[config.mk]
export PLATFORM = sky130hd
export DESIGN_NAME = ppu_top
export DESIGN_NICKNAME = d
export VERILOG_FILES = /design/src/ppu_pkg.sv /design/src/ppu_sync.sv /design/src/ppu_pinmux.sv /design/src/ppu_top.sv
export SDC_FILE = /design/constraint.sdc
export NUM_CORES = 1
export LEC_CHECK = 0
export BUFFER_PORTS_ARGS = -buffer_cell sky130_fd_sc_hd__buf_2
export CORE_ASPECT_RATIO = 1.1
export CORE_UTILIZATION = 50
export CTS_CLUSTER_SIZE = 25
export DETAILED_ROUTE_END_ITERATION = 8
export PLACE_DENSITY = 0.75
export SYNTH_ARGS = -nofsm -noshare
export SYNTH_HDL_FRONTEND = slang
export SYNTH_SLANG_ARGS = --single-unit
[constraint.sdc]
create_clock -name clk_sys_i -period 1.61 [get_ports clk_sys_i]
set_clock_uncertainty 0.15 [all_clocks]
set_input_delay 0.161 -clock clk_sys_i [delete_from_list [all_inputs] [get_ports clk_sys_i]]
set_output_delay 0.161 -clock clk_sys_i [all_outputs]
set_load 0.05 [all_outputs]
[src/ppu_pkg.sv]
/*
 * constants, field layouts and carrier structs for the port p upper pin block.
 * assumes a single 10 mhz system clock and an 8-bit register port.
 */
// Overview of operation
// [RULE1] data register readable and writable any time
// [RULE2] read gives register if output, else pin
// [RULE3] plain output drives stored data bit
// [RULE4] ext irq enable forces bit 5 input
// [RULE5] ext irq beats pulse-width and plain io
// [RULE6] enabled pulse-width channel owns its pin
// [RULE7] driver routing blocks pulse-width on pin
// [RULE8] alternate-port routing blocks pulse-width on pin
// [RULE9] pin interrupts in input or output mode
// [RULE10] bits 5,4 feed trigger, io unchanged
// [RULE11] bit 2 plain io or switched supply
// [RULE12] bit 2 over-current interrupt when enabled
// [RULE13] direction bit selects io; irq leaves it
// [RULE14] pin inputs pass two-flop synchroniser
`default_nettype none
package ppu_pkg;
    localparam int NPIN = 4;          // pins 5..2
    localparam int PIN_LO = 2;        // lowest pin covered
    localparam int IRQ_IDX = 3;       // pin 5 within the group
    localparam int SUPPLY_IDX = 0;    // pin 2 within the group
    localparam int TRIG_LO = 2;       // pins 4,5 within the group
    // register addresses (indices)
    localparam logic [3:0] A_DATA = 4'h0;
    localparam logic [3:0] A_DIR = 4'h1;
    localparam logic [3:0] A_IRQCTL = 4'h2;
    localparam logic [3:0] A_PIE = 4'h3;
    localparam logic [3:0] A_ST = 4'h4;
    localparam logic [3:0] A_CLR = 4'h5;
    localparam logic [3:0] A_EN = 4'h6;
    localparam logic [3:0] A_MODE = 4'h7;
    // field positions
    localparam int F_IRQ_PIN_EN = 6;  // ext_irq_pin_enable in ext_irq_control
    localparam int F_OCIE = 0;        // over-current enable in mode register
    localparam int F_SUPPLY = 1;      // bit 2 as supply in mode register
    localparam int ST_OC = 4;         // status bit of over-current event
    localparam logic [7:0] RST_Z = 8'h00;
    typedef enum logic [2:0] {
        PPU_IO = 3'h1,
        PPU_PWM = 3'h2,
        PPU_IRQ = 3'h4
    } ppu_own_t;
    typedef struct packed {
        logic [3:0] addr;
        logic [7:0] wdata;
        logic wr;
        logic rd;
    } ppu_bus_t;
    typedef struct packed {
        logic [NPIN-1:0] pwm_en;
        logic [NPIN-1:0] pwm_out;
        logic [NPIN-1:0] drv_routed;
        logic [NPIN-1:0] alt_routed;
    } ppu_pwm_t;
endpackage
`default_nettype wire

[src/ppu_sync.sv]
/*
 * two-flop synchroniser for a vector of pin levels.
 * assumes asynchronous pin inputs and an active-low async reset.
 */
`default_nettype none
module ppu_sync #(
    parameter int W = 4
) (
    input wire logic clk_sys_i,      // system clock
    input wire logic nrst_i,         // async reset, low
    input wire logic [W-1:0] d_i,    // raw levels
    output logic [W-1:0] q_o         // synchronised levels
);
    logic [W-1:0] s1_q;
    logic [W-1:0] s2_q;
    // an empty vector would leave nothing to synchronise
    if (W < 1) begin : g_bad_width
        $error("ppu_sync: width must be positive");
    end
    // first flop feeds only the second, avoiding metastable fan-out
    always_ff @(posedge clk_sys_i or negedge nrst_i) begin
        if (!nrst_i) begin
            s1_q <= '0;
            s2_q <= '0;
        end else begin
            s1_q <= d_i;                 // [RULE14]
            s2_q <= s1_q;
        end
    end
    assign q_o = s2_q;
endmodule
`default_nettype wire

[src/ppu_pinmux.sv]
/*
 * per-pin ownership and drive selection for pins 5..2.
 * assumes data, direction and irq enable come from flip-flops in the top module; pulse-width controls come from top ports.
 */
`default_nettype none
module ppu_pinmux #(
    parameter int N = 4
) (
    input wire logic [N-1:0] data_i,    // stored data bits
    input wire logic [N-1:0] dir_i,     // direction, 1 = out
    input wire logic irq_en_i,          // ext irq pin enable
    input wire ppu_pkg::ppu_pwm_t pwm_i,// pulse-width controls
    output logic [N-1:0] out_o,         // pin drive value
    output logic [N-1:0] oe_n_o         // low while driven
);
    // pulse-width struct width is fixed by the package, so N must follow it
    if (N != ppu_pkg::NPIN || N <= ppu_pkg::IRQ_IDX) begin : g_bad_n
        $error("ppu_pinmux: N must match the package pin count");
    end
    // ownership: irq first, then pulse-width, then plain io
    always_comb begin
        for (int i = 0; i < N; i++) begin
            out_o[i] = data_i[i];                       // [RULE3] [RULE11]
            oe_n_o[i] = ~dir_i[i];                      // [RULE13]
            if (pwm_i.pwm_en[i] && !pwm_i.drv_routed[i] // [RULE7]
                && !pwm_i.alt_routed[i]) begin          // [RULE8]
                out_o[i] = pwm_i.pwm_out[i];            // [RULE6]
                oe_n_o[i] = 1'b0;
            end
            if (i == ppu_pkg::IRQ_IDX && irq_en_i) begin
                out_o[i] = 1'b0;
                oe_n_o[i] = 1'b1;                       // [RULE4] [RULE5]
            end
        end
    end
endmodule
`default_nettype wire

[src/ppu_top.sv]
/*
 * register file, read mux, pin and over-current interrupts for port p pins 5..2.
 * assumes a synchronous register port with one-cycle read latency and
 * that pulse-width and routing controls come from their own blocks.
 */
`default_nettype none
module ppu_top (
    input wire logic clk_sys_i,               // 10 mhz system clock
    input wire logic nrst_i,                  // async reset, low
    input wire logic [3:0] addr_i,            // register index
    input wire logic [7:0] wdata_i,           // write data
    input wire logic wr_i,                    // write strobe
    input wire logic rd_i,                    // read strobe
    output logic [7:0] rdata_o,               // read data, cycle after rd
    input wire logic [3:0] pin_i,             // pin levels 5..2
    output logic [3:0] pin_o,                 // pin drive 5..2
    output logic [3:0] pin_oe_n_o,            // low while driven
    input wire ppu_pkg::ppu_pwm_t pwm_i,      // pulse-width controls
    input wire logic overcurrent_i,           // supply over-current level
    output logic ext_irq_o,                   // synchronised irq level, pin 5
    output logic [1:0] conversion_trigger_o,  // pins 5,4 trigger levels
    output logic supply_on_o,                 // bit 2 acts as supply
    output logic irq_o                        // combined interrupt level
);
    localparam int N = ppu_pkg::NPIN;
    ppu_pkg::ppu_bus_t bus;
    logic [N-1:0] port_p_data_q;
    logic [N-1:0] port_p_direction_q;
    logic [7:0] ext_irq_control_q;
    logic [N-1:0] pie_q;
    logic [7:0] st_q;
    logic [7:0] st_set;
    logic [7:0] clr;
    logic [7:0] en_q;
    logic [1:0] mode_q;
    logic [N-1:0] pin_s;
    logic [N-1:0] pin_prev_q;
    logic oc_s;
    logic oc_prev_q;
    logic [N-1:0] ownr_oe_n;
    logic [7:0] rd_d;
    logic [7:0] rdata_q;

    assign bus = '{addr: addr_i, wdata: wdata_i, wr: wr_i, rd: rd_i};

    // register write hit test, shared by every register
    function automatic logic hit(input ppu_pkg::ppu_bus_t b, input logic [3:0] a);
        hit = b.wr && (b.addr == a);
    endfunction

    ppu_sync #(.W(N + 1)) u_sync (
        .clk_sys_i(clk_sys_i),
        .nrst_i(nrst_i),
        .d_i({overcurrent_i, pin_i}),
        .q_o({oc_s, pin_s})
    );

    ppu_pinmux #(.N(N)) u_mux (
        .data_i(port_p_data_q),
        .dir_i(port_p_direction_q),
        .irq_en_i(ext_irq_control_q[ppu_pkg::F_IRQ_PIN_EN]),
        .pwm_i(pwm_i),
        .out_o(pin_o),
        .oe_n_o(ownr_oe_n)
    );
    assign pin_oe_n_o = ownr_oe_n;

    // data register, writable any time
    always_ff @(posedge clk_sys_i or negedge nrst_i) begin
        if (!nrst_i) begin
            port_p_data_q <= ppu_pkg::RST_Z[N-1:0];
        end else if (hit(bus, ppu_pkg::A_DATA)) begin
            port_p_data_q <= bus.wdata[ppu_pkg::PIN_LO +: N];  // [RULE1]
        end
    end

    // direction stays as written even while irq forces input
    always_ff @(posedge clk_sys_i or negedge nrst_i) begin
        if (!nrst_i) begin
            port_p_direction_q <= ppu_pkg::RST_Z[N-1:0];
        end else if (hit(bus, ppu_pkg::A_DIR)) begin
            port_p_direction_q <= bus.wdata[ppu_pkg::PIN_LO +: N];  // [RULE13]
        end
    end

    // control registers
    always_ff @(posedge clk_sys_i or negedge nrst_i) begin
        if (!nrst_i) begin
            ext_irq_control_q <= ppu_pkg::RST_Z;
            pie_q <= ppu_pkg::RST_Z[N-1:0];
            en_q <= ppu_pkg::RST_Z;
            mode_q <= ppu_pkg::RST_Z[1:0];
        end else begin
            if (hit(bus, ppu_pkg::A_IRQCTL)) begin
                ext_irq_control_q <= bus.wdata;       // [RULE4]
            end
            if (hit(bus, ppu_pkg::A_PIE)) begin
                pie_q <= bus.wdata[ppu_pkg::PIN_LO +: N];
            end
            if (hit(bus, ppu_pkg::A_EN)) begin
                en_q <= bus.wdata;
            end
            if (hit(bus, ppu_pkg::A_MODE)) begin
                mode_q <= bus.wdata[1:0];             // [RULE11]
            end
        end
    end

    assign supply_on_o = mode_q[ppu_pkg::F_SUPPLY];   // [RULE11]
    // triggers tap the synchronised level, never touching the drive
    assign conversion_trigger_o = pin_s[ppu_pkg::TRIG_LO +: 2];  // [RULE10]
    assign ext_irq_o = ext_irq_control_q[ppu_pkg::F_IRQ_PIN_EN] & pin_s[ppu_pkg::IRQ_IDX];

    // edge history, taken from the synchronised side only
    always_ff @(posedge clk_sys_i or negedge nrst_i) begin
        if (!nrst_i) begin
            pin_prev_q <= ppu_pkg::RST_Z[N-1:0];
            oc_prev_q <= 1'b0;
        end else begin
            pin_prev_q <= pin_s;
            oc_prev_q <= oc_s;
        end
    end

    // any change counts, whatever the direction of the pin
    always_comb begin
        st_set = ppu_pkg::RST_Z;
        st_set[N-1:0] = pie_q & (pin_s ^ pin_prev_q);   // [RULE9]
        st_set[ppu_pkg::ST_OC] = mode_q[ppu_pkg::F_OCIE] & mode_q[ppu_pkg::F_SUPPLY]
                                 & oc_s & ~oc_prev_q;   // [RULE12]
        clr = hit(bus, ppu_pkg::A_CLR) ? bus.wdata : ppu_pkg::RST_Z;
    end

    // sticky status: a set in the clear cycle wins
    always_ff @(posedge clk_sys_i or negedge nrst_i) begin
        if (!nrst_i) begin
            st_q <= ppu_pkg::RST_Z;
        end else begin
            st_q <= (st_q & ~clr) | st_set;
        end
    end

    assign irq_o = |(st_q & en_q);

    // read mux; data bits show register for outputs, pin for inputs
    always_comb begin
        rd_d = ppu_pkg::RST_Z;
        case (bus.addr)
            ppu_pkg::A_DATA: begin
                rd_d[ppu_pkg::PIN_LO +: N] = (port_p_direction_q & port_p_data_q)
                                           | (~port_p_direction_q & pin_s);  // [RULE2]
            end
            ppu_pkg::A_DIR: rd_d[ppu_pkg::PIN_LO +: N] = port_p_direction_q;
            ppu_pkg::A_IRQCTL: rd_d = ext_irq_control_q;
            ppu_pkg::A_PIE: rd_d[ppu_pkg::PIN_LO +: N] = pie_q;
            ppu_pkg::A_ST: rd_d = st_q;
            ppu_pkg::A_EN: rd_d = en_q;
            ppu_pkg::A_MODE: rd_d[1:0] = mode_q;
            default: rd_d = ppu_pkg::RST_Z;   // clear and unmapped read zero
        endcase
    end

    // read data valid only the cycle after the strobe
    always_ff @(posedge clk_sys_i or negedge nrst_i) begin
        if (!nrst_i) begin
            rdata_q <= ppu_pkg::RST_Z;
        end else begin
            rdata_q <= bus.rd ? rd_d : ppu_pkg::RST_Z;  // [RULE1]
        end
    end
    assign rdata_o = rdata_q;
endmodule
`default_nettype wire

### After elaboration in Yosys (flattened, before gate mapping)

Index checks and enable logic that the tools add are counted.

| cells by class | value |
|---|---|
| equality and inequality tests | 7 |
| muxes and demuxes | 15 |
| bitwise operators | 19 |
| reductions and logical operators | 25 |

Operators by type and width:

| cell | count |
|---|---|
| $pmux W4 S6 | 1 |
| $and A8 B8 Y8 | 2 |
| $eq A4 B3 Y1 const B | 4 |
| $mux W8 | 2 |
| $logic_and A1 B1 Y1 | 15 |
| $and A4 B4 Y4 | 3 |
| $mux W1 | 10 |
| $eq A4 B2 Y1 const B | 2 |
| $logic_not A1 Y1 | 8 |
| $not A8 Y8 | 1 |
| $or A8 B5 Y8 | 1 |
| $pmux W2 S4 | 1 |
| $reduce_or A8 Y1 | 1 |
| $pmux W2 S3 | 1 |
| $not A1 Y1 | 5 |
| $and A1 B1 Y1 | 4 |
| $eq A4 B1 Y1 const B | 1 |
| $logic_not A4 Y1 | 1 |
| $not A4 Y4 | 1 |
| $or A4 B4 Y4 | 1 |
| $xor A4 B4 Y4 | 1 |

| word-level totals | value |
|---|---|
| bits in registers | 61 |
| logic and storage cells | 78 |

### Depth between registers and ports, before layout

| depth | value |
|---|---|
| word-level depth | 6 |
| gate-level depth with buffers | 6 |

### By module

From an unflattened synthesis, not the netlist that was laid out.

| unflattened totals | value |
|---|---|
| cells, all modules | 208 |
| area, all modules | 2803.9 um^2 |

Modules (own cells, without submodules):

| module | times used | cells each | area an instance (um^2) | sequential area each (um^2) |
|---|---|---|---|---|
| ppu_top | 1 | 184 | 2428.6 | 1276.2 |
| ppu_sync | 1 | 10 | 250.2 | 250.2 |
| ppu_pinmux | 1 | 14 | 125.1 | 0.0 |

### Least setup slack after synthesis

No wires, ideal clock.

| timing | value |
|---|---|
| path type | input to output |
| start | input port pwm_i[7] (netlist bit) |
| end | output port pin_o[3] |
| data arrival time | 1.203 ns |
| required time | 1.299 ns |
| setup slack | 0.096 ns |
| stages | 3 |
| cells stage by stage | nor3b_1 mux2i_1 nor2_1 |

| on the way | value |
|---|---|
| word-level cells in the longest chain between the ends | 5 |

RTL lines:

| element | line | RTL |
|---|---|---|
| from (decl) | ppu_top.sv:18 | `input wire ppu_pkg::ppu_pwm_t pwm_i,` |
| $logic_not A1 Y1 | ppu_pinmux.sv:25 | `if (pwm_i.pwm_en[i] && !pwm_i.drv_routed[i]` |
| $logic_and A1 B1 Y1 | ppu_pinmux.sv:25 |  |
| $logic_and A1 B1 Y1 | ppu_pinmux.sv:26 | `&& !pwm_i.alt_routed[i]) begin` |
| $mux W1 | ppu_pinmux.sv:25 |  |
| $mux W1 | ppu_pinmux.sv:30 | `if (i == ppu_pkg::IRQ_IDX && irq_en_i) begin` |
| to (decl) | ppu_top.sv:16 | `output logic [3:0] pin_o,` |

No other way between the ends.

### Final worst setup path

| timing | value |
|---|---|
| start | register en_q[4] |
| end | output port irq_o |

| on the way | value |
|---|---|
| word-level cells in the longest chain between the ends | 2 |

RTL lines:

| element | line | RTL |
|---|---|---|
| from (decl) | ppu_top.sv:34 | `logic [7:0] en_q;` |
| from (signal assigned) | ppu_top.sv:91 | `en_q <= ppu_pkg::RST_Z;` |
| from (signal assigned) | ppu_top.sv:101 | `en_q <= bus.wdata;` |
| $and A8 B8 Y8 | ppu_top.sv:143 | `assign irq_o = \|(st_q & en_q);` |
| $reduce_or A8 Y1 | ppu_top.sv:143 |  |
| to (decl) | ppu_top.sv:23 | `output logic irq_o` |

No other way between the ends.

==> flow_metrics.env <==
export IMPL_status="finished, violations left"
export IMPL_violations="DRC, setup timing"
export IMPL_synthXorXnorAreaFrac_pct=1.26
export IMPL_utilization_pct=67.3
export IMPL_cp_start_kind="flop"
export IMPL_layout_setup_ws_ps=-24.1
export IMPL_finalNetCount=335
export IMPL_yosys_area_share_adder_pct=0
export IMPL_area_growth_pct=29.9
export IMPL_min_period_over_period_pct=101
export IMPL_dieArea_mm2=0.00586
export IMPL_clk_latency_ps=330
export IMPL_p_per_area_mw_per_mm2=1260
export IMPL_slowest_delay_ps=400
export IMPL_initial_core_util_pct=51.8
export IMPL_seqCellArea_mm2=0.00153
export IMPL_rows=28
export IMPL_num_antenna_cells=0
export IMPL_io_pins=58
export IMPL_p_leak_nw=1.68
export IMPL_timing_fmax_mhz=612
export IMPL_worstMarginPinSlew_ps=536
export IMPL_cp_max_fo=2
export IMPL_clk_path_buf_depth=2
export IMPL_antenna_found_initial=0
export IMPL_crit_arrival_ps=1320
export IMPL_holdPathStages=2
export IMPL_dr_wl_met2_mm=3.03
export IMPL_layout_common_cells="61 x dfrtp_1, 56 x buf_2, 29 x mux2_2"
export IMPL_wl_met3_um=319
export IMPL_drt_antenna_violating_nets=0
export IMPL_dieWidth_um=73.1
export IMPL_ir_worst_vdd_mv=0.941
export IMPL_slew_viol_final=0
export IMPL_overflow=0
export IMPL_grt_pass1_wl_mm=10.3
export IMPL_wl_met1_mm=2.85
export IMPL_syn_nets=252
export IMPL_syn_instance_count=215
export IMPL_synthSimpleGateAreaFrac_pct=11.6
export IMPL_hold_path_class="input port to flop"
export IMPL_die_height_um=80.2
export IMPL_drt_pass1_iter_count=8
export IMPL_place_hpwl_mm=4.35
export IMPL_worstPathRequired_ps=1300
export IMPL_synth_top_family_by_area="multiplexers"
export IMPL_dp_cells=347
export IMPL_end_kind="output port"
export IMPL_place_ws_ps=43.4
export IMPL_final_cells=377
export IMPL_power_mw=4.56
export IMPL_place_gp_congestion=0.867
export IMPL_syn_area_per_cell_um2=12.9
export IMPL_finalCriticalPeriod_ps=1630
export IMPL_synth_warnings=0
export IMPL_cts_tree="built"
export IMPL_r2r_cells=4
export IMPL_slowest_stage="dfrtp_1"
export IMPL_cts_inserted_buffers=9
export IMPL_fill_cells=392
export IMPL_detail_route_wl_per_cell_um=16.7
export IMPL_drc=1
export IMPL_slew_headroom_pct=64.3
export IMPL_cts_clk_slew_worst_paths_ps=70
export IMPL_grt_pass1_vias=1997
export IMPL_setup_violations_final=1
export IMPL_syn_area_mm2=0.00278
export IMPL_layout_commonest_cell="dfrtp_1"
export IMPL_clockRootBuffer="clkbuf_8"
export IMPL_htreeDepth=3
export IMPL_synth_cell_types=41
export IMPL_maxCapViolCount=0
export IMPL_critical_path_class="flop to output port"
export IMPL_core_area_mm2=0.00536
export IMPL_synth_mux_area_share_pct=20.0
export IMPL_hold_viol_final=0
export IMPL_viasPerCell=5.44
export IMPL_synth_compound_area_share_pct=9.23
export IMPL_placement_io_buffers=57
export IMPL_rsz0062_at_grt="yes"
export IMPL_cp_cell_sequence="a22oi_2 > nand4_1 > buf_6"
export IMPL_via_count=2049
export IMPL_grt_max_degree=62
export IMPL_drive_above_1_share_pct=42.7
export IMPL_top_layer_used="met4"
export IMPL_routed_wl_mm=6.30
export IMPL_track_usage_pct=24.1
export IMPL_synth_seq_cells=61
export IMPL_synth_seq_area_share_pct=54.9
export IMPL_multi_input_area_mm2=0.00118
export IMPL_cts_sinks=61
export IMPL_drt_iter0_markers=223
## synth_stat cells, drive strengths merged
library cell	count	area [um^2]
a2111oi	1	8.76
a32o	1	10.0
nand2b	2	12.5
nand4	1	6.26
and2b	1	7.51
nand2	12	45.0
a31oi	3	18.8
a2111o	1	11.3
o32ai	1	8.76
nor2	18	75.1
a21o	1	7.51
nor3b	5	48.8
xor2	4	35.0
nor4bb	1	10.0
o22ai	1	6.26
or2	1	6.26
o21bai	2	15.0
nand3	1	5.00
nor2b	4	25.0
a22o	6	52.6
mux2i	11	110
o21ai	2	10.0
a21oi	8	40.0
buf	10	81.3
mux2	37	447
nor3	4	20.0
nand3b	2	27.5
and2	1	6.26
a21boi	4	30.0
dfrtp	61	1530
a22oi	5	37.5
or4	2	18.8
nand4b	1	8.76
## final timing paths
kind                                        from                   end  slack (ps)
setup / recovery                         en_q[4]                 irq_o         -20
hold / removal                        wdata_i[3]  ext_irq_control_q[3]          20
setup reg to reg           port_p_direction_q[1]            rdata_o[3]         170
hold reg to reg                   u_sync.s1_q[3]         u_sync.q_o[3]         200
max in group asynchronous                 nrst_i             mode_q[0]         820
min in group asynchronous                 nrst_i        u_sync.s1_q[3]         230
## where the power goes
part / total (mW) / internal [mW] / switching [mW] / leakage, nW
registers: 1.96 / 1.76 / 0.197 / 0.744
clock network: 1.57 / 0.990 / 0.582 / 0.115
logic: 1.03 / 0.469 / 0.561 / 0.819
total: 4.56 / 3.22 / 1.34 / 1.68
## sequential cells by signal, summed over array words and instances (netlist names)
register,count
u_sync.q_o,5
pie_q,4
st_q,8
port_p_direction_q,4
ext_irq_control_q,8
u_sync.s1_q,5
oc_prev_q,1
en_q,8
rdata_o,8
pin_prev_q,4
mode_q,2
port_p_data_q,4
## through the flow
stage	TNS [ps]	area [um^2]	hold slack [ps]
3_3_place_gp	0	3210	37.7
3_5_place_dp	0	3210	42.6
4_1_cts	-12.1	3610	2.00
6_report	-24.1	3610	24.0
5_1_grt	-72.3	3610	16.9
2_1_floorplan	0	2780	-285
## critical path: cells and delay by family (launching register included)
kind            cells  cell delay, ps
compound gates      1             230
flops               1             400
buf+inv             1             190
simple gates        1             170
## per-layer routing
metal | vias to the layer above | global-route usage, %
met5 | - | 0
met4 | 0 | 7.65
met3 | 9 | 5.52
met2 | 79 | 37.9
met1 | 1010 | 32.8
li1 | 951 | -
## timing repair
item / 4_1_cts / 5_1_grt
resized for setup: 4 / 1
endpoints found under the setup margin: 1 / 2
hold buffers: 13 / 0
endpoints found under the hold margin: 90 / 0
pin swaps: 2 / 1
buffers inserted: 2 / 0
## area by class of cell
class                      instances  share of cell area, %
sequential                        61                   42.3
multi-input combinational        144                   32.8
timing repair buffer              82                   15.9
clock buffer                      12                   4.58
tap                               75                   2.60
clock inverter                     3                   1.87
## kinds of logic after synthesis
| family | after synthesis |
|---|---|
| AOI/OAI and AO/OA | 36 |
| muxes | 48 |
| xor gates and xnor gates | 4 |
| DFF | 61 |
| and+or+nand+nor | 56 |
| buffers and inverters | 10 |
Note: power is estimated with default switching activity, not from simulation.
